<file path="config.mk">
export PLATFORM = sky130hd
export DESIGN_NAME = ggc_dev_flat
export DESIGN_NICKNAME = d
export VERILOG_FILES = /design/src/include/ggc_pkg.sv /design/src/include/ggc_link_if.sv /design/src/core/ggc_dev.sv /design/src/flat_wrapper.sv
export SDC_FILE = /design/constraint.sdc
export NUM_CORES = 1
export LEC_CHECK = 0
export ABC_CLOCK_PERIOD_IN_PS = 7180
export BUFFER_PORTS_ARGS = -buffer_cell sky130_fd_sc_hd__clkbuf_2
export CORE_ASPECT_RATIO = 0.6
export CORE_MARGIN = 2
export CORE_UTILIZATION = 30
export DETAILED_ROUTE_END_ITERATION = 10
export HOLD_SLACK_MARGIN = 0.12
export SLEW_MARGIN = 10
export SYNTH_ARGS = -nofsm -noshare
export SYNTH_HDL_FRONTEND = slang
export SYNTH_SLANG_ARGS = --single-unit
</file>
<file path="constraint.sdc">
create_clock -name mclk -period 7.18 [get_ports mclk]
set_clock_uncertainty 0.1 [all_clocks]
set_input_delay 1.077 -clock mclk [delete_from_list [all_inputs] [get_ports mclk]]
set_output_delay 1.077 -clock mclk [all_outputs]
set_load 0.005 [all_outputs]
</file>
<file path="src/include/ggc_pkg.sv">
// Shared constants and types for the gauge subcommand link and its two ends.
package ggc_pkg;
  // Clock and time base.
  localparam int CLK_NS = 50;
  localparam int NS_PER_MS = 1000000;
  localparam int LINK_HALF_NS = 200;
  localparam int LINK_HALF_CYC = LINK_HALF_NS / CLK_NS;
  localparam int TICK_MS = 1000;
  localparam int SUM_WAIT_MS = 250;
  localparam int SOC_PULSE_MS = 165;
  localparam int CCA_DELAY_S = 60;
  localparam int BCAL_CYC = 16;

  // Link frame: read flag, 7-bit location, write byte, then 8 answer bits.
  localparam int FRAME_BITS = 24;
  localparam int HDR_BITS = 16;
  localparam int HDR_RD = 15;
  localparam logic [4:0] HDR_LAST = 5'h0F;
  localparam logic [4:0] FRAME_LAST = 5'h17;
  localparam int SY_CLK = 0;
  localparam int SY_FRM = 1;
  localparam int SY_DAT = 2;

  // Byte locations inside the device.
  localparam logic [6:0] LOC_CMD_LO = 7'h00;
  localparam logic [6:0] LOC_CMD_HI = 7'h01;
  localparam logic [6:0] LOC_ALT_LO = 7'h3E;
  localparam logic [6:0] LOC_ALT_HI = 7'h3F;
  localparam logic [6:0] LOC_BUF = 7'h40;
  localparam logic [6:0] LOC_SUM = 7'h60;
  localparam logic [6:0] LOC_LEN = 7'h61;
  localparam int BUF_BYTES = 16;
  localparam int KEY_BYTES = 8;
  localparam logic [7:0] KEY_LEN = 8'h08;

  // Subcommand codes.
  localparam logic [15:0] SC_STATUS = 16'h0000;
  localparam logic [15:0] SC_DEV_TYPE = 16'h0001;
  localparam logic [15:0] SC_FW_REV = 16'h0002;
  localparam logic [15:0] SC_HW_REV = 16'h0003;
  localparam logic [15:0] SC_CODE_SUM = 16'h0004;
  localparam logic [15:0] SC_STATIC_SUM = 16'h0005;
  localparam logic [15:0] SC_CHEMISTRY_IDENTIFIER_QUERY = 16'h0006;
  localparam logic [15:0] SC_LAST_ECHO = 16'h0007;
  localparam logic [15:0] SC_CHEM_SUM = 16'h0008;
  localparam logic [15:0] SC_BOARD_CAL = 16'h0009;
  localparam logic [15:0] SC_CTR_CAL = 16'h000A;
  localparam logic [15:0] SC_CTR_STORE = 16'h000B;
  localparam logic [15:0] SC_REST_V = 16'h000C;
  localparam logic [15:0] SC_PACK_IN = 16'h000D;
  localparam logic [15:0] SC_PACK_OUT = 16'h000E;
  localparam logic [15:0] SC_ALL_SUM = 16'h0010;
  localparam logic [15:0] SC_DS_ARM = 16'h0011;
  localparam logic [15:0] SC_DS_DISARM = 16'h0012;
  localparam logic [15:0] SC_LS_ARM = 16'h0013;
  localparam logic [15:0] SC_LS_DISARM = 16'h0014;
  localparam logic [15:0] SC_PROF_0 = 16'h0015;
  localparam logic [15:0] SC_PROF_1 = 16'h0016;
  localparam logic [15:0] SC_PROF_2 = 16'h0017;
  localparam logic [15:0] SC_PROF_3 = 16'h0018;
  localparam logic [15:0] SC_CAL_FLAG = 16'h002D;
  localparam logic [15:0] SC_LOCK = 16'h0030;
  localparam logic [15:0] SC_KEYS = 16'h0035;
  localparam logic [15:0] SC_RESET = 16'h0041;

  // Signature selectors.
  localparam logic [1:0] SIG_CODE = 2'h0;
  localparam logic [1:0] SIG_STATIC = 2'h1;
  localparam logic [1:0] SIG_CHEM = 2'h2;
  localparam logic [1:0] SIG_ALL = 2'h3;

  // Control status word bit positions; the high byte reads as zero.
  localparam int CS_DSR = 7;
  localparam int CS_CCA = 5;
  localparam int CS_BCA = 4;
  localparam int CS_LSE = 3;
  localparam int CS_PROF = 0;

  // Host register map on AHB-Lite.
  localparam logic [7:0] OFF_XFER = 8'h00;
  localparam logic [7:0] OFF_STAT = 8'h04;
  localparam int ST_BUSY = 0;
  localparam int ST_RDATA = 8;
  localparam logic [2:0] HSIZE_WORD = 3'h2;
  localparam logic HRESP_OKAY = 1'b0;

  typedef enum logic [2:0] {
    J_IDLE = 3'b001,
    J_SUM = 3'b010,
    J_BCAL = 3'b100
  } ggc_job_type;

  typedef enum logic [2:0] {
    H_IDLE = 3'b001,
    H_RUN = 3'b010,
    H_TAIL = 3'b100
  } ggc_hst_type;
endpackage

</file>
<file path="src/include/ggc_link_if.sv">
// Four-wire framed serial link between the host end and the gauge end.
`timescale 1ns/10ps
`default_nettype none
interface ggc_link_if;
  logic sclk;
  logic frame;
  logic mosi;
  logic miso;
  modport host(output sclk, output frame, output mosi, input miso);
  modport dev(input sclk, input frame, input mosi, output miso);
endinterface
`default_nettype wire

</file>
<file path="src/core/ggc_dev.sv">
// Gauge end: link slave, subcommand decoder and status logic.
`timescale 1ns/10ps
`default_nettype none
module ggc_dev
  import ggc_pkg::*;
#(
  parameter int TICK_CYC = TICK_MS * (NS_PER_MS / CLK_NS),
  parameter int SUM_WAIT_CYC = SUM_WAIT_MS * (NS_PER_MS / CLK_NS),
  parameter int SOC_PULSE_CYC = SOC_PULSE_MS * (NS_PER_MS / CLK_NS),
  parameter logic [15:0] DEV_TYPE = 16'h5A01, // Arbitrary value.
  parameter logic [15:0] HW_REV = 16'h0011, // Arbitrary value.
  parameter logic [15:0] FW_DEV = 16'h5A01, // Arbitrary value.
  parameter logic [15:0] FW_VER = 16'h0100,
  parameter logic [15:0] FW_BUILD = 16'h0001,
  parameter logic [15:0] FW_TYPE = 16'h0000
)(
  input wire logic mclk,
  input wire logic rst_b,
  ggc_link_if.dev link,
  input wire logic pack_detect_enable,
  input wire logic charge_inhibit,
  input wire logic rest_voltage_pulse_enable,
  input wire logic deep_sleep_ended,
  input wire logic gauge_change,
  input wire logic [15:0] chemistry_identifier_query,
  input wire logic [3:0][15:0] sig_calc,
  input wire logic [3:0][15:0] sig_ref,
  output logic [15:0] control_status_word,
  output logic [1:0] profile_sel,
  output logic deep_sleep_request,
  output logic light_sleep_enable,
  output logic pack_present,
  output logic rest_voltage_failed,
  output logic cal_flag,
  output logic locked_access,
  output logic init_done,
  output logic soc_int,
  output logic ev_board_cal,
  output logic ev_counter_cal,
  output logic ev_counter_store,
  output logic ev_rest_sample,
  output logic ev_full_reset
);
  typedef struct packed {
    logic [2:0] sy1;
    logic [2:0] sy2;
    logic clk_old;
    logic [14:0] sh;
    logic [4:0] bitn;
    logic [7:0] tx;
    logic miso;
    logic [7:0] code_lo;
    logic [15:0] code;
    logic [15:0] prev;
    logic [BUF_BYTES-1:0][7:0] rbuf;
    logic [7:0] rsum;
    logic [7:0] rlen;
    logic [KEY_BYTES-1:0][7:0] keys;
    ggc_job_type job;
    logic [24:0] jcnt;
    logic [1:0] jsel;
    logic [24:0] tcnt;
    logic [6:0] secs;
    logic [21:0] soc_cnt;
    logic soc;
    logic dsr;
    logic lse;
    logic cca;
    logic cca_req;
    logic bca;
    logic calf;
    logic locked;
    logic initd;
    logic packp;
    logic rvf;
    logic rv_pend;
    logic [1:0] prof;
    logic ev_board;
    logic ev_ccm;
    logic ev_ccs;
    logic ev_rv;
    logic ev_rst;
  } ggc_dev_state_type;

  ggc_dev_state_type q;
  ggc_dev_state_type n;
  logic [15:0] csw;

  always_comb begin
    csw = 16'h0000;
    csw[CS_DSR] = q.dsr;
    csw[CS_CCA] = q.cca;
    csw[CS_BCA] = q.bca;
    csw[CS_LSE] = q.lse;
    csw[CS_PROF +: 2] = q.prof;
  end

  //////////////////////////////////////////////////////////////////////////////

  always_comb begin
    logic rise;
    logic fall;
    logic tick;
    logic wr_en;
    logic [15:0] hdr;
    logic [15:0] cmd;
    logic [15:0] sig;
    logic [7:0] rdv;
    logic [7:0] ksum;
    logic [6:0] loc;
    logic [3:0] idx;
    rise = q.sy2[SY_CLK] & ~q.clk_old;
    fall = ~q.sy2[SY_CLK] & q.clk_old;
    tick = (q.tcnt == 25'(TICK_CYC - 1));
    wr_en = 1'b0;
    hdr = {q.sh, q.sy2[SY_DAT]};
    cmd = {hdr[7:0], q.code_lo};
    loc = hdr[14:8];
    idx = 4'(loc - LOC_BUF);
    sig = sig_calc[q.jsel];
    rdv = 8'h00;
    ksum = SC_KEYS[7:0] + SC_KEYS[15:8];
    for (int i = 0; i < KEY_BYTES; i++) begin
      ksum = ksum + q.rbuf[i];
    end
    n = q;
    n.ev_board = 1'b0;
    n.ev_ccm = 1'b0;
    n.ev_ccs = 1'b0;
    n.ev_rv = 1'b0;
    n.ev_rst = 1'b0;
    n.sy1 = {link.mosi, link.frame, link.sclk};
    n.sy2 = q.sy1;
    n.clk_old = q.sy2[SY_CLK];

    // Background timing runs first so that a command in the same cycle wins.
    n.tcnt = tick ? 25'h0000000 : q.tcnt + 25'h0000001;
    if (deep_sleep_ended) begin
      n.dsr = 1'b0;
    end
    if (q.soc) begin
      if (q.soc_cnt == 22'h000000) begin
        n.soc = 1'b0;
      end else begin
        n.soc_cnt = q.soc_cnt - 22'h000001;
      end
    end
    if (tick) begin
      n.initd = 1'b1;
      if (q.initd && q.secs != 7'(CCA_DELAY_S)) begin
        n.secs = q.secs + 7'h01;
      end
      // Calibration runs for one whole tick each time it is started.
      n.cca = (q.initd && q.secs == 7'(CCA_DELAY_S - 1)) ||
              (q.cca_req && q.secs == 7'(CCA_DELAY_S));
      if (q.secs == 7'(CCA_DELAY_S)) begin
        n.cca_req = 1'b0;
      end
      if (q.rv_pend) begin
        n.rv_pend = 1'b0;
        n.ev_rv = 1'b1;
        if (rest_voltage_pulse_enable) begin
          n.soc = 1'b1;
          n.soc_cnt = 22'(SOC_PULSE_CYC - 1);
        end
      end
    end
    if (gauge_change) begin
      n.cca_req = 1'b1;
    end
    case (q.job)
      J_IDLE: begin
      end
      J_SUM: begin
        if (q.jcnt == 25'h0000000) begin
          n.job = J_IDLE;
          n.rbuf[0] = sig[7:0];
          n.rbuf[1] = {sig != sig_ref[q.jsel], sig[14:8]};
        end else begin
          n.jcnt = q.jcnt - 25'h0000001;
        end
      end
      J_BCAL: begin
        if (q.jcnt == 25'h0000000) begin
          n.job = J_IDLE;
          n.bca = 1'b0;
          n.ev_board = 1'b1;
        end else begin
          n.jcnt = q.jcnt - 25'h0000001;
        end
      end
      default: n.job = J_IDLE;
    endcase

    //////////////////////////////////////////////////////////////////////////////
    // Link: header bits on rising edges, answer byte out on falling edges.
    case (loc)
      LOC_CMD_LO: rdv = csw[7:0];
      LOC_CMD_HI: rdv = csw[15:8];
      LOC_ALT_LO: rdv = q.code[7:0];
      LOC_ALT_HI: rdv = q.code[15:8];
      LOC_SUM: rdv = q.rsum;
      LOC_LEN: rdv = q.rlen;
      default: begin
        if (loc >= LOC_BUF && loc < 7'(LOC_BUF + BUF_BYTES)) begin
          rdv = q.rbuf[idx];
        end
      end
    endcase
    if (!q.sy2[SY_FRM]) begin
      n.bitn = 5'h00;
    end else if (rise) begin
      n.sh = hdr[14:0];
      n.bitn = q.bitn + 5'h01;
      if (q.bitn == HDR_LAST) begin
        if (hdr[HDR_RD]) begin
          n.tx = rdv;
        end else begin
          wr_en = 1'b1;
        end
      end
    end else if (fall && q.bitn >= 5'(HDR_BITS)) begin
      n.miso = q.tx[7];
      n.tx = {q.tx[6:0], 1'b0};
    end

    if (wr_en) begin
      case (loc)
        LOC_CMD_LO, LOC_ALT_LO: n.code_lo = hdr[7:0];
        LOC_SUM: n.rsum = hdr[7:0];
        LOC_LEN: begin
          n.rlen = hdr[7:0];
          // New keys take only with the right length and a matching checksum.
          if (q.code == SC_KEYS && !q.locked && hdr[7:0] == KEY_LEN &&
              q.rsum == ~ksum) begin
            for (int i = 0; i < KEY_BYTES; i++) begin
              n.keys[i] = q.rbuf[i];
            end
          end
        end
        LOC_CMD_HI, LOC_ALT_HI: begin
          n.prev = q.code;
          n.code = cmd;
          case (cmd)
            SC_STATUS: begin
            end
            SC_DEV_TYPE: begin
              n.rbuf[0] = DEV_TYPE[7:0];
              n.rbuf[1] = DEV_TYPE[15:8];
            end
            SC_FW_REV: begin
              n.rbuf = '0;
              n.rbuf[1:0] = FW_DEV;
              n.rbuf[3:2] = FW_VER;
              n.rbuf[5:4] = FW_BUILD;
              n.rbuf[7:6] = FW_TYPE;
            end
            SC_HW_REV: n.rbuf[1:0] = HW_REV;
            SC_CODE_SUM, SC_STATIC_SUM, SC_CHEM_SUM, SC_ALL_SUM: begin
              n.job = J_SUM;
              n.jcnt = 25'(SUM_WAIT_CYC - 1);
              n.jsel = (cmd == SC_CODE_SUM) ? SIG_CODE :
                       (cmd == SC_STATIC_SUM) ? SIG_STATIC :
                       (cmd == SC_CHEM_SUM) ? SIG_CHEM : SIG_ALL;
            end
            SC_CHEMISTRY_IDENTIFIER_QUERY: n.rbuf[1:0] = chemistry_identifier_query;
            SC_LAST_ECHO: n.rbuf[1:0] = q.code;
            SC_BOARD_CAL: begin
              n.job = J_BCAL;
              n.jcnt = 25'(BCAL_CYC - 1);
              n.bca = 1'b1;
            end
            SC_CTR_CAL: n.ev_ccm = 1'b1;
            SC_CTR_STORE: n.ev_ccs = 1'b1;
            SC_REST_V: begin
              if (charge_inhibit) begin
                n.rvf = 1'b1;
              end else begin
                n.rv_pend = 1'b1;
              end
            end
            SC_PACK_IN: n.packp = pack_detect_enable ? q.packp : 1'b1;
            SC_PACK_OUT: n.packp = pack_detect_enable ? q.packp : 1'b0;
            SC_DS_ARM: n.dsr = 1'b1;
            SC_DS_DISARM: n.dsr = 1'b0;
            SC_LS_ARM: n.lse = 1'b1;
            SC_LS_DISARM: n.lse = 1'b0;
            SC_PROF_0, SC_PROF_1, SC_PROF_2, SC_PROF_3: begin
              n.prof = cmd[1:0] - 2'h1;
            end
            SC_CAL_FLAG: n.calf = q.locked ? q.calf : ~q.calf;
            SC_LOCK: n.locked = 1'b1;
            SC_KEYS: begin
              if (!q.locked) begin
                n.rbuf[KEY_BYTES-1:0] = q.keys;
              end
            end
            SC_RESET: begin
              if (!q.locked) begin
                n.ev_rst = 1'b1;
                n.dsr = 1'b0;
                n.lse = 1'b0;
                n.prof = 2'h0;
                n.calf = 1'b0;
                n.packp = 1'b0;
                n.rvf = 1'b0;
                n.rv_pend = 1'b0;
                n.bca = 1'b0;
                n.cca = 1'b0;
                n.cca_req = 1'b0;
                n.initd = 1'b0;
                n.secs = 7'h00;
                n.tcnt = 25'h0000000;
                n.job = J_IDLE;
              end
            end
            default: begin
            end
          endcase
        end
        default: begin
          if (loc >= LOC_BUF && loc < 7'(LOC_BUF + BUF_BYTES)) begin
            n.rbuf[idx] = hdr[7:0];
          end
        end
      endcase
    end
  end

  always_ff @(posedge mclk or negedge rst_b) begin
    if (!rst_b) begin
      q <= '0;
      q.job <= J_IDLE;
    end else begin
      q <= n;
    end
  end

  assign link.miso = q.miso;
  assign control_status_word = csw;
  assign profile_sel = q.prof;
  assign deep_sleep_request = q.dsr;
  assign light_sleep_enable = q.lse;
  assign pack_present = q.packp;
  assign rest_voltage_failed = q.rvf;
  assign cal_flag = q.calf;
  assign locked_access = q.locked;
  assign init_done = q.initd;
  assign soc_int = q.soc;
  assign ev_board_cal = q.ev_board;
  assign ev_counter_cal = q.ev_ccm;
  assign ev_counter_store = q.ev_ccs;
  assign ev_rest_sample = q.ev_rv;
  assign ev_full_reset = q.ev_rst;
endmodule // ggc_dev
`default_nettype wire

</file>
<file path="src/flat_wrapper.sv">
// flat-port wrapper written by rule: the top's interface ports become plain ports
module ggc_dev_flat import ggc_pkg::*;
#(
  parameter int TICK_CYC = TICK_MS * (NS_PER_MS / CLK_NS),
  parameter int SUM_WAIT_CYC = SUM_WAIT_MS * (NS_PER_MS / CLK_NS),
  parameter int SOC_PULSE_CYC = SOC_PULSE_MS * (NS_PER_MS / CLK_NS),
  parameter logic [15:0] DEV_TYPE = 16'h5A01,                    
  parameter logic [15:0] HW_REV = 16'h0011,                    
  parameter logic [15:0] FW_DEV = 16'h5A01,                    
  parameter logic [15:0] FW_VER = 16'h0100,
  parameter logic [15:0] FW_BUILD = 16'h0001,
  parameter logic [15:0] FW_TYPE = 16'h0000
)
  (mclk, rst_b, pack_detect_enable, charge_inhibit, rest_voltage_pulse_enable, deep_sleep_ended, gauge_change, chemistry_identifier_query, sig_calc, sig_ref, control_status_word, profile_sel, deep_sleep_request, light_sleep_enable, pack_present, rest_voltage_failed, cal_flag, locked_access, init_done, soc_int, ev_board_cal, ev_counter_cal, ev_counter_store, ev_rest_sample, ev_full_reset, link_sclk, link_frame, link_mosi, link_miso);
  ggc_link_if link_i ();
  input wire logic mclk;
  input wire logic rst_b;
  input wire logic pack_detect_enable;
  input wire logic charge_inhibit;
  input wire logic rest_voltage_pulse_enable;
  input wire logic deep_sleep_ended;
  input wire logic gauge_change;
  input wire logic [15:0] chemistry_identifier_query;
  input wire logic [3:0][15:0] sig_calc;
  input wire logic [3:0][15:0] sig_ref;
  output logic [15:0] control_status_word;
  output logic [1:0] profile_sel;
  output logic deep_sleep_request;
  output logic light_sleep_enable;
  output logic pack_present;
  output logic rest_voltage_failed;
  output logic cal_flag;
  output logic locked_access;
  output logic init_done;
  output logic soc_int;
  output logic ev_board_cal;
  output logic ev_counter_cal;
  output logic ev_counter_store;
  output logic ev_rest_sample;
  output logic ev_full_reset;
  input wire logic [$bits(link_i.sclk)-1:0] link_sclk;
  input wire logic [$bits(link_i.frame)-1:0] link_frame;
  input wire logic [$bits(link_i.mosi)-1:0] link_mosi;
  output wire logic [$bits(link_i.miso)-1:0] link_miso;
  assign link_i.sclk = link_sclk;
  assign link_i.frame = link_frame;
  assign link_i.mosi = link_mosi;
  assign link_miso = link_i.miso;
  ggc_dev #(.TICK_CYC(TICK_CYC), .SUM_WAIT_CYC(SUM_WAIT_CYC), .SOC_PULSE_CYC(SOC_PULSE_CYC), .DEV_TYPE(DEV_TYPE), .HW_REV(HW_REV), .FW_DEV(FW_DEV), .FW_VER(FW_VER), .FW_BUILD(FW_BUILD), .FW_TYPE(FW_TYPE)) u_core (.mclk(mclk), .rst_b(rst_b), .link(link_i), .pack_detect_enable(pack_detect_enable), .charge_inhibit(charge_inhibit), .rest_voltage_pulse_enable(rest_voltage_pulse_enable), .deep_sleep_ended(deep_sleep_ended), .gauge_change(gauge_change), .chemistry_identifier_query(chemistry_identifier_query), .sig_calc(sig_calc), .sig_ref(sig_ref), .control_status_word(control_status_word), .profile_sel(profile_sel), .deep_sleep_request(deep_sleep_request), .light_sleep_enable(light_sleep_enable), .pack_present(pack_present), .rest_voltage_failed(rest_voltage_failed), .cal_flag(cal_flag), .locked_access(locked_access), .init_done(init_done), .soc_int(soc_int), .ev_board_cal(ev_board_cal), .ev_counter_cal(ev_counter_cal), .ev_counter_store(ev_counter_store), .ev_rest_sample(ev_rest_sample), .ev_full_reset(ev_full_reset));
endmodule
</file>
==> results of run 1 <==
worst max-delay path: stages (launching register included):
cell and delay (ns):
dfrtp_1 0.43, fa_1 0.55, inv_1 0.05, fa_1 0.47
fa_1 0.52, fa_1 0.56, inv_1 0.06, ha_1 0.25
fa_1 0.42, xor2_1 0.18, xnor2_1 0.13, or4_1 0.56
nor4_1 0.37, mux2i_4 0.37, buf_4 0.44, mux2_1 0.39
stage by stage:
stage	total power, uW	instance area, um^2	cells
after floorplan	2710	21200	2014
after global placement	3100	22900	2993
after detailed placement	3110	22900	2993
after CTS	5130	24100	3057
after global routing	5300	24100	3057
final	5120	24100	3057
layout by cell type, fill, tap and decap left out, types with 20 or more instances in the layout:
cell type	synthesis	layout
o21ai_0	113	113
clkbuf_16	0	35
nor3_1	51	48
clkbuf_2	0	174
ha_1	27	27
dfrtp_1	370	367
fa_1	38	38
buf_4	18	37
nor4_1	25	23
a22oi_1	62	62
xor2_1	50	50
nand3_1	110	110
xnor2_1	64	64
mux4_2	71	71
inv_1	75	75
nand2_1	128	128
mux2_2	102	102
a21oi_1	104	104
nand4_1	20	20
nor2_1	132	132
o2bb2ai_1	50	50
state kept, by name, summed over array words and instances (netlist names), 2 cells and up:
register,flops
u_core.q,349
u_core.control_status_word,2
u_core.profile_sel,2
u_core.n,4
where the power goes:
group	switching [uW]	leakage, uW	internal, uW
sequential	62.8	0.00496	2130
combinational	626	0.00460	285
clock	874	0.000583	1140
total	1560	0.0101	3550
worst paths after layout:
| check | start | to | slack [ns] | cells after the start |
|---|---|---|---|---|
| worst max-delay path | u_core.q[201]$_DFFE_PN0P_ | u_core.q[158]$_DFFE_PN0P_ | 1.18 | 15 |
| worst min-delay path | u_core.n[382]$_DFF_PN0_ | u_core.q[382]$_DFF_PN0_ | 0.25 | 0 |
| worst max register to register | u_core.q[201]$_DFFE_PN0P_ | u_core.q[158]$_DFFE_PN0P_ | 1.18 | 15 |
| worst min register to register | u_core.n[382]$_DFF_PN0_ | u_core.q[382]$_DFF_PN0_ | 0.25 | 0 |
| max in group asynchronous | rst_b | u_core.q[148]$_DFFE_PN0P_ | 4.89 | 2 |
| min in group asynchronous | rst_b | u_core.q[81]$_DFF_PN0_ | 0.49 | 1 |
cell families after synthesis:
| family | synth area share, % |
|---|---|
| buf+inv | 4.58 |
| xor+xnor | 4.71 |
| compound gates | 13.4 |
| flops | 43.8 |
| simple gates | 14.5 |
| fa+ha+maj | 5.19 |
| mux | 13.7 |
| other cells | 0.0177 |
final cells by class:
| type | instances | share of cell area [%] |
|---|---|---|
| Tap cell | 924 | 4.79 |
| Sequential cell | 371 | 38.5 |
| Inverter | 75 | 1.17 |
| Timing Repair Buffer | 213 | 4.90 |
| Clock inverter | 11 | 0.715 |
| Clock buffer | 53 | 4.24 |
| Multi-Input combinational cell | 1410 | 45.7 |
per-layer routing:
metal	global-route usage [%]	vias up	share of wire [%]
met5	0	-	0.040
met4	3.06	6	1.2
met3	7.88	84	13
met2	25.0	853	40
met1	28.9	8927	46
li1	-	7507	-
==> impl_metrics.py, run 1 <==
metrics = {
    "status": {
        "outcome": "complete, no violations",
    },
    "timing": {
        "timing.final.ws_setup_ns": 1.18,
        "final-setup-viol-count": 0,
        "fin_crit_sh_pct": 83.5,
        "max_clock_freq_mhz": 167,
        "finalHoldViolCount": 0,
        "finalCriticalPeriod_ns": 6.00,
        "fin_tns_setup_ns": 0,
        "holdWs_ns": 0.249,
        "rsz0062_at_grt": "no",
        "drv_slew": 0,
        "worst_pin_slew_ns": 1.29,
        "slew_headroom_pct": 13.2,
    },
    "clock_tree": {
        "tritoncts": "yes",
        "numCtsBuffers": 35,
        "clk_pin_slew_ns": 0.07,
        "cts_root_buf": "clkbuf_16",
        "cts.sinks": 371,
        "cts_setup_buffers": 0,
        "clockBufferDepth": 3,
        "worstSkewPairLatency_ns": 0.56,
        "htreeDepth": 2,
        "ctsResizeCount": 0,
        "cts_hold_buffers": 0,
    },
    "synthesis": {
        "ys_warn_count": 0,
        "post_synth_num_cell_types": 78,
        "seq_area_frac_synth_pct": 43.8,
        "synth_top_area_share_pct": 43.7,
        "synth.ff_latch_count": 371,
        "synth.area.top_cells": "dfrtp_1 (44%), mux4_2 (7.5%), mux2_2 (5.4%)",
        "synth_cells": 2005,
        "synth_edf_count": 0,
        "synth.most_common_cell": "dfrtp_1",
        "async_flop_share_pct": 100,
        "synth_area_mm2": 0.0212,
        "synth-main-ff-cell": "dfrtp_1",
        "yosys.area.top_type": "dfrtp_1",
        "synth_common_cells": "dfrtp_1 (370), nor2_1 (132), nand2_1 (128)",
        "synth_area_per_cell_um2": 10.6,
    },
    "worst_hold_path": {
        "hp-class": "register to register",
    },
    "critical_path": {
        "crit_path_end_kind": "register",
        "cp_data_arrival_time_ns": 6.34,
        "crit_required_ns": 7.52,
        "critPathMaxFanout": 45,
        "critPathLaunchType": "register",
        "crit_type": "register to register",
    },
    "global_route": {
        "gr-total-overflow": 0,
        "grt_pass1_wl_mm": 107,
        "grt_max_degree": 167,
        "grt_pass1_vias": 16900,
        "antenna_found_initial": 5,
        "grtUsageTotal_pct": 19.0,
    },
    "cells_and_area": {
        "finalNetCount": 2325,
        "drive_gt1_share_pct": 22.4,
        "multi_input_area_mm2": 0.0110,
        "fill_cells": 6897,
        "syn_to_final_growth_pct": 14.0,
        "post-route-util_pct": 34.5,
        "seq_area_mm2": 0.00929,
        "antenna_cells": 0,
    },
    "place": {
        "place_ws_ns": 1.22,
        "hpwl_mm": 49.9,
        "gp_congestion": 0.981,
        "io_buffers": 175,
    },
    "detailed_routing": {
        "postRouteAntennaNets": 0,
        "drt-initial-drc-count": 2021,
        "wl_per_cell_um": 22.8,
        "viasPerCell": 5.68,
        "vias": 17400,
        "wl_mm": 69.7,
        "drt_pass1_iterations": 7,
        "drcViolationCount": 0,
    },
    "flow_run": {
        "max_cap_viol_count": 0,
    },
    "floorplanning": {
        "fp.dieH_um": 210,
        "floorplan.core_area_mm2": 0.0699,
        "core.rowCount": 75,
        "die_x_um": 347,
        "ioPinCount": 186,
        "start_util_pct": 30.3,
        "die_area_mm2": 0.0728,
    },
    "power": {
        "irDropWorstVdd_mv": 0.140,
        "p_per_area_mw_per_mm2": 212,
        "p_leak_uw": 0.0101,
    },
}
Note: power is estimated with default switching activity, not from simulation.
==> run 2: changes to the inputs <==
ABC_CLOCK_PERIOD_IN_PS = 5300   (was 7180)
clock period = 5.3 ns   (was 7.18 ns; I/O delays follow)
==> run 2 against run 1 <==
Compared with the run above: clock-buffer cell count down 2; fmax up 13%; total power up 35%; combinational power up 36%; setup slack worse by 1.2 ns; register-to-register slack worse by 1.2 ns; hold slack worse by 0.080 ns; utilization up 0.72 points.
==> impl_metrics.py, run 2 (synthesis gave the netlist of run 1 again) <==
metrics = {
    "status": {
        "outcome": "complete, no violations",
    },
    "global_route": {
        "grt_pass1_vias": 17000,
        "gr-total-overflow": 0,
        "antenna_found_initial": 4,
        "grtUsageTotal_pct": 18.6,
        "grt_pass1_wl_mm": 105,
        "grt_max_degree": 117,
    },
    "worst_hold_path": {
        "hp-class": "primary input to asynchronous set/reset pin",
    },
    "timing": {
        "final-setup-viol-count": 0,
        "worst_pin_slew_ns": 1.11,
        "finalHoldViolCount": 0,
        "max_clock_freq_mhz": 189,
        "drv_slew": 0,
        "finalCriticalPeriod_ns": 5.28,
        "rsz0062_at_grt": "yes",
        "slew_headroom_pct": 25.8,
        "holdWs_ns": 0.169,
        "fin_tns_setup_ns": 0,
        "fin_crit_sh_pct": 99.7,
    },
    "power": {
        "internal-power_uw": 4790,
        "p_comb_share_pct": 18.0,
        "switching_share_pct": 30.4,
        "p_per_area_mw_per_mm2": 279,
        "power_switching_uw": 2090,
        "irDropWorstVdd_mv": 0.217,
        "clock_power_share_pct": 38.6,
        "pwr-share-seq_pct": 43.4,
        "p_leak_uw": 0.0104,
    },
    "cells_and_area": {
        "post-route-util_pct": 35.3,
        "largest_register_ffs": 349,
        "syn_to_final_growth_pct": 16.4,
        "final_cell_mix": "dfrtp_1 (367), clkbuf_2 (174), nor2_1 (132), nand2_1 (128), o21ai_0 (113)",
        "final_common_cell": "dfrtp_1",
        "stdcell_count": 3095,
        "antenna_cells": 0,
        "multi_input_area_mm2": 0.0111,
        "regMostFlops": "u_core.q",
        "fill_cells": 6835,
        "finalNetCount": 2365,
        "seq_area_mm2": 0.00929,
        "drive_gt1_share_pct": 24.5,
    },
    "critical_path": {
        "reg2reg_to": "u_core.q[111]$_DFFE_PN0P_",
        "crit_type": "register to register",
        "critPathLaunchType": "register",
        "r2r_cells": 16,
        "critPathMaxFanout": 9,
        "crit_path_end_kind": "register",
        "rr_startpoint": "u_core.q[216]$_DFFE_PN0P_",
        "cp_data_arrival_time_ns": 5.62,
        "ff2ff_setup_slack_ns": 0.02,
        "crit_required_ns": 5.63,
    },
    "clock_tree": {
        "numCtsBuffers": 35,
        "clockBufferDepth": 3,
        "cts_hold_buffers": 0,
        "htreeDepth": 2,
        "clk_pin_slew_ns": 0.07,
        "cts.sinks": 371,
        "tritoncts": "yes",
        "cts_root_buf": "clkbuf_16",
        "worstSkewPairLatency_ns": 0.55,
    },
    "detailed_routing": {
        "drcViolationCount": 0,
        "wl_per_cell_um": 22.6,
        "vias": 17600,
        "wl_mm": 69.8,
        "viasPerCell": 5.68,
        "postRouteAntennaNets": 0,
        "drt_pass1_iterations": 7,
        "drt-initial-drc-count": 2083,
    },
    "floorplanning": {
        "die_x_um": 347,
        "core.rowCount": 75,
        "floorplan.core_area_mm2": 0.0699,
        "ioPinCount": 186,
        "fp.dieH_um": 210,
        "die_area_mm2": 0.0728,
        "start_util_pct": 30.3,
    },
    "place": {
        "io_buffers": 175,
        "hpwl_mm": 48.9,
        "post-place-cells": 3020,
        "gp_congestion": 0.987,
    },
    "flow_run": {
        "max_cap_viol_count": 0,
    },
}
run 2: cell type report:
type | instances | area share [%]
Clock buffer | 51 | 4.17
Clock inverter | 11 | 0.543
Inverter | 75 | 1.14
Multi-Input combinational cell | 1411 | 45.2
Sequential cell | 371 | 37.7
Tap cell | 924 | 4.69
Timing Repair Buffer | 252 | 6.56
run 2: per-layer routing:
| layer | wire length (um) | global-route usage, % | vias up |
|---|---|---|---|
| li1 | - | - | 7610 |
| met1 | 32100 | 28.4 | 8973 |
| met2 | 27500 | 24.4 | 914 |
| met3 | 9230 | 7.65 | 96 |
| met4 | 944 | 3.10 | 2 |
| met5 | 13 | 0 | - |
run 2: repair_timing:
item,in CTS,in global routing
resized for setup,5,16
pin swaps,0,9
setup endpoints to repair,64,64
cloned,0,9
buffers inserted,0,4
run 2: how the worst max path moves through the flow:
stage / startpoint / slack, ns / end / depth (start not counted)
3_5_place_dp: u_core.q[201]$_DFFE_PN0P_ / -0.05 / u_core.q[117]$_DFFE_PN0P_ / 15
3_3_place_gp: u_core.q[201]$_DFFE_PN0P_ / 0.009 / u_core.q[117]$_DFFE_PN0P_ / 15
2_1_floorplan: u_core.q[201]$_DFFE_PN0P_ / 0.22 / u_core.q[119]$_DFFE_PN0P_ / 15
4_1_cts: u_core.q[201]$_DFFE_PN0P_ / 0.05 / u_core.q[119]$_DFFE_PN0P_ / 15
6_report: u_core.q[216]$_DFFE_PN0P_ / 0.02 / u_core.q[111]$_DFFE_PN0P_ / 16
5_1_grt: u_core.q[203]$_DFFE_PN0P_ / -0.11 / u_core.q[127]$_DFFE_PN0P_ / 15
run 2: per-stage QoR:
stage          area, um^2  setup slack, ns  power, uW
3_3_place_gp        23200          0.00853       4200
5_1_grt             24700           -0.113       7130
2_1_floorplan       21200            0.220       3670
4_1_cts             24400           0.0501       6890
3_5_place_dp        23200          -0.0503       4220
6_report            24700           0.0154       6890
run 2: power groups by stage:
stage | Clock [uW] | Sequential, uW | Combinational (uW)
after floorplan | 0 | 2970 | 703
after global placement | 0 | 3040 | 1160
after detailed placement | 0 | 3040 | 1180
after CTS | 2710 | 2990 | 1190
after global routing | 2840 | 2990 | 1300
final | 2660 | 2990 | 1240
run 2: critical path, cell delays in order, from the launching register on:
cell and delay (ns):
dfrtp_1 0.43, fa_2 0.54, inv_1 0.05, fa_1 0.51, fa_2 0.41, fa_1 0.51
inv_1 0.05, ha_2 0.20, fa_2 0.39, xor2_2 0.16, xnor2_1 0.12, or4_4 0.53
nor4b_4 0.28, buf_4 0.19, mux2i_4 0.16, clkbuf_16 0.27, mux2_2 0.28
==> run 3: changes to the inputs <==
CORE_MARGIN = 1.5   (was 2)
==> run 3 against run 2 <==
Compared with the run above: global-route usage increased by 0.55 points; register-to-register slack improved by 0.03 ns; final cell count about the same; non-clock buffer count unchanged; total power increased by 1.5%; critical path depth decreased by 1; clock power increased by 3%; die area decreased by 0.76%; critical path type unchanged.
==> impl_metrics.py, run 3 (synthesis gave the netlist of run 1 again) <==
metrics = {
    "status": {
        "outcome": "complete, no violations",
    },
    "floorplanning": {
        "fp.dieH_um": 209,
        "start_util_pct": 30.3,
        "die_area_mm2": 0.0723,
        "ioPinCount": 186,
        "core.rowCount": 75,
        "die_x_um": 346,
        "floorplan.core_area_mm2": 0.0698,
    },
    "global_route": {
        "grt_max_degree": 120,
        "antenna_found_initial": 4,
        "grt_pass1_wl_mm": 107,
        "gr-total-overflow": 0,
        "grtUsageTotal_pct": 19.2,
        "grt_pass1_vias": 17100,
    },
    "place": {
        "gp_congestion": 0.928,
        "hpwl_mm": 49.9,
        "place_ws_ns": -0.0647,
        "io_buffers": 175,
        "placed_area_mm2": 0.0233,
        "post-place-cells": 3030,
    },
    "timing": {
        "rsz0062_at_grt": "yes",
        "fin_crit_sh_pct": 99.1,
        "fin_tns_setup_ns": 0,
        "worst_pin_slew_ns": 1.15,
        "timing.final.ws_setup_ns": 0.0464,
        "final-setup-viol-count": 0,
        "finalHoldViolCount": 0,
        "drv_slew": 0,
        "finalCriticalPeriod_ns": 5.25,
        "slew_headroom_pct": 22.8,
        "max_clock_freq_mhz": 190,
    },
    "cells_and_area": {
        "largest_register_ffs": 349,
        "stdcell_area_mm2": 0.0246,
        "final_common_cell": "dfrtp_1",
        "drive_gt1_share_pct": 24.4,
        "stdcell_count": 3097,
        "syn_to_final_growth_pct": 16.1,
        "final_cell_mix": "dfrtp_1 (367), clkbuf_2 (174), nor2_1 (132), nand2_1 (128), o21ai_0 (113)",
        "regMostFlops": "u_core.q",
        "finalNetCount": 2365,
    },
    "critical_path": {
        "crit_type": "register to register",
        "r2r_cells": 15,
        "crit_path_end_kind": "register",
        "critPathMaxFanout": 11,
        "critPathLaunchType": "register",
        "cp_cell_sequence": "fa_1 -> inv_1 -> fa_1 -> fa_1 -> fa_1 -> inv_2 -> ha_4 -> fa_2 -> xor2_2 -> xnor2_1 -> or4_4 -> nor4b_4 -> mux2i_4 -> buf_4 -> mux2_2",
        "critical_path.slowest_cell": "fa_1",
        "critPathBufInv": 3,
        "critical_path_cell_count": 15,
        "crit_family": "adder cells",
        "max_stage_delay_ns": 0.57,
        "crit_required_ns": 5.62,
        "cp_data_arrival_time_ns": 5.58,
        "ff2ff_setup_slack_ns": 0.05,
        "worst_path_most_repeated_cell": "fa_1",
    },
    "detailed_routing": {
        "wl_mm": 70.0,
        "drcViolationCount": 0,
        "postRouteAntennaNets": 0,
        "drt-initial-drc-count": 1933,
        "wl_per_cell_um": 22.6,
        "vias": 17400,
        "drt_pass1_iterations": 8,
        "viasPerCell": 5.63,
    },
    "power": {
        "internal-power_uw": 4840,
        "clock_power_share_pct": 39.0,
        "finalPower_uw": 6990,
        "p_leak_uw": 0.0104,
        "irDropWorstVdd_mv": 0.180,
        "p_comb_share_pct": 18.4,
        "pwr-share-seq_pct": 42.6,
        "switching_share_pct": 30.8,
        "power_switching_uw": 2150,
        "p_per_area_mw_per_mm2": 284,
    },
    "flow_run": {
        "max_cap_viol_count": 0,
    },
    "clock_tree": {
        "cts.sinks": 371,
        "clockBufferDepth": 3,
        "cts_root_buf": "clkbuf_16",
        "cts_hold_buffers": 0,
        "htreeDepth": 2,
        "tritoncts": "yes",
        "worstSkewPairLatency_ns": 0.54,
        "clk_pin_slew_ns": 0.07,
        "numCtsBuffers": 36,
    },
    "worst_hold_path": {
        "hp-class": "primary input to asynchronous set/reset pin",
    },
}
-- run 3: layout make-up --
class                           count  area (um^2)
Clock buffer                       48         1010
Antenna cell                        1         2.50
Sequential cell                   371         9290
Multi-Input combinational cell   1410        11100
Inverter                           75          282
Fill cell                        6974        45200
Clock inverter                     16          193
Timing Repair Buffer              252         1550
Tap cell                          924         1160
-- run 3: power groups by stage --
stage               Clock [uW]  Combinational (uW)  Sequential, uW
floorplan                    0                 703            2970
global placement             0                1220            3030
detailed placement           0                1220            3030
CTS                       2770                1230            2980
global route              2910                1340            2990
finish                    2730                1290            2980
-- run 3: path summary, 6_finish.rpt --
check / from / to
setup / recovery: u_core.q[201]$_DFFE_PN0P_ / u_core.q[103]$_DFFE_PN0P_
hold / removal: rst_b / u_core.q[89]$_DFF_PN0_
setup reg to reg: u_core.q[201]$_DFFE_PN0P_ / u_core.q[103]$_DFFE_PN0P_
hold reg to reg: u_core.n[383]$_DFF_PN0_ / u_core.q[383]$_DFF_PN0_
max in group asynchronous: rst_b / u_core.q[125]$_DFFE_PN0P_
min in group mclk: u_core.n[383]$_DFF_PN0_ / u_core.q[383]$_DFF_PN0_
-- run 3: per-layer routing --
| layer | global-route usage, % | vias up | wire, um | share of wire (%) |
|---|---|---|---|---|
| li1 | - | 7589 | - | - |
| met1 | 28.9 | 8934 | 32100 | 46 |
| met2 | 25.0 | 837 | 27700 | 40 |
| met3 | 8.25 | 78 | 9230 | 13 |
| met4 | 3.54 | 2 | 959 | 1.4 |
| met5 | 0 | - | 10 | 0.014 |
-- run 3: repair_timing --
item	in CTS	in global routing
setup buffers	0	0
gates cloned	0	2
hold endpoints to repair	0	0
resized for setup	5	12
pin swaps	0	1
endpoints found under the setup margin	64	64
-- run 3: metrics by stage --
stage	hold slack, ns	util [%]
finish	0.195	35.2
global route	0.242	35.2
CTS	0.236	35.1
detailed placement	0.242	33.3
global placement	0.236	33.3
floorplan	0.231	-
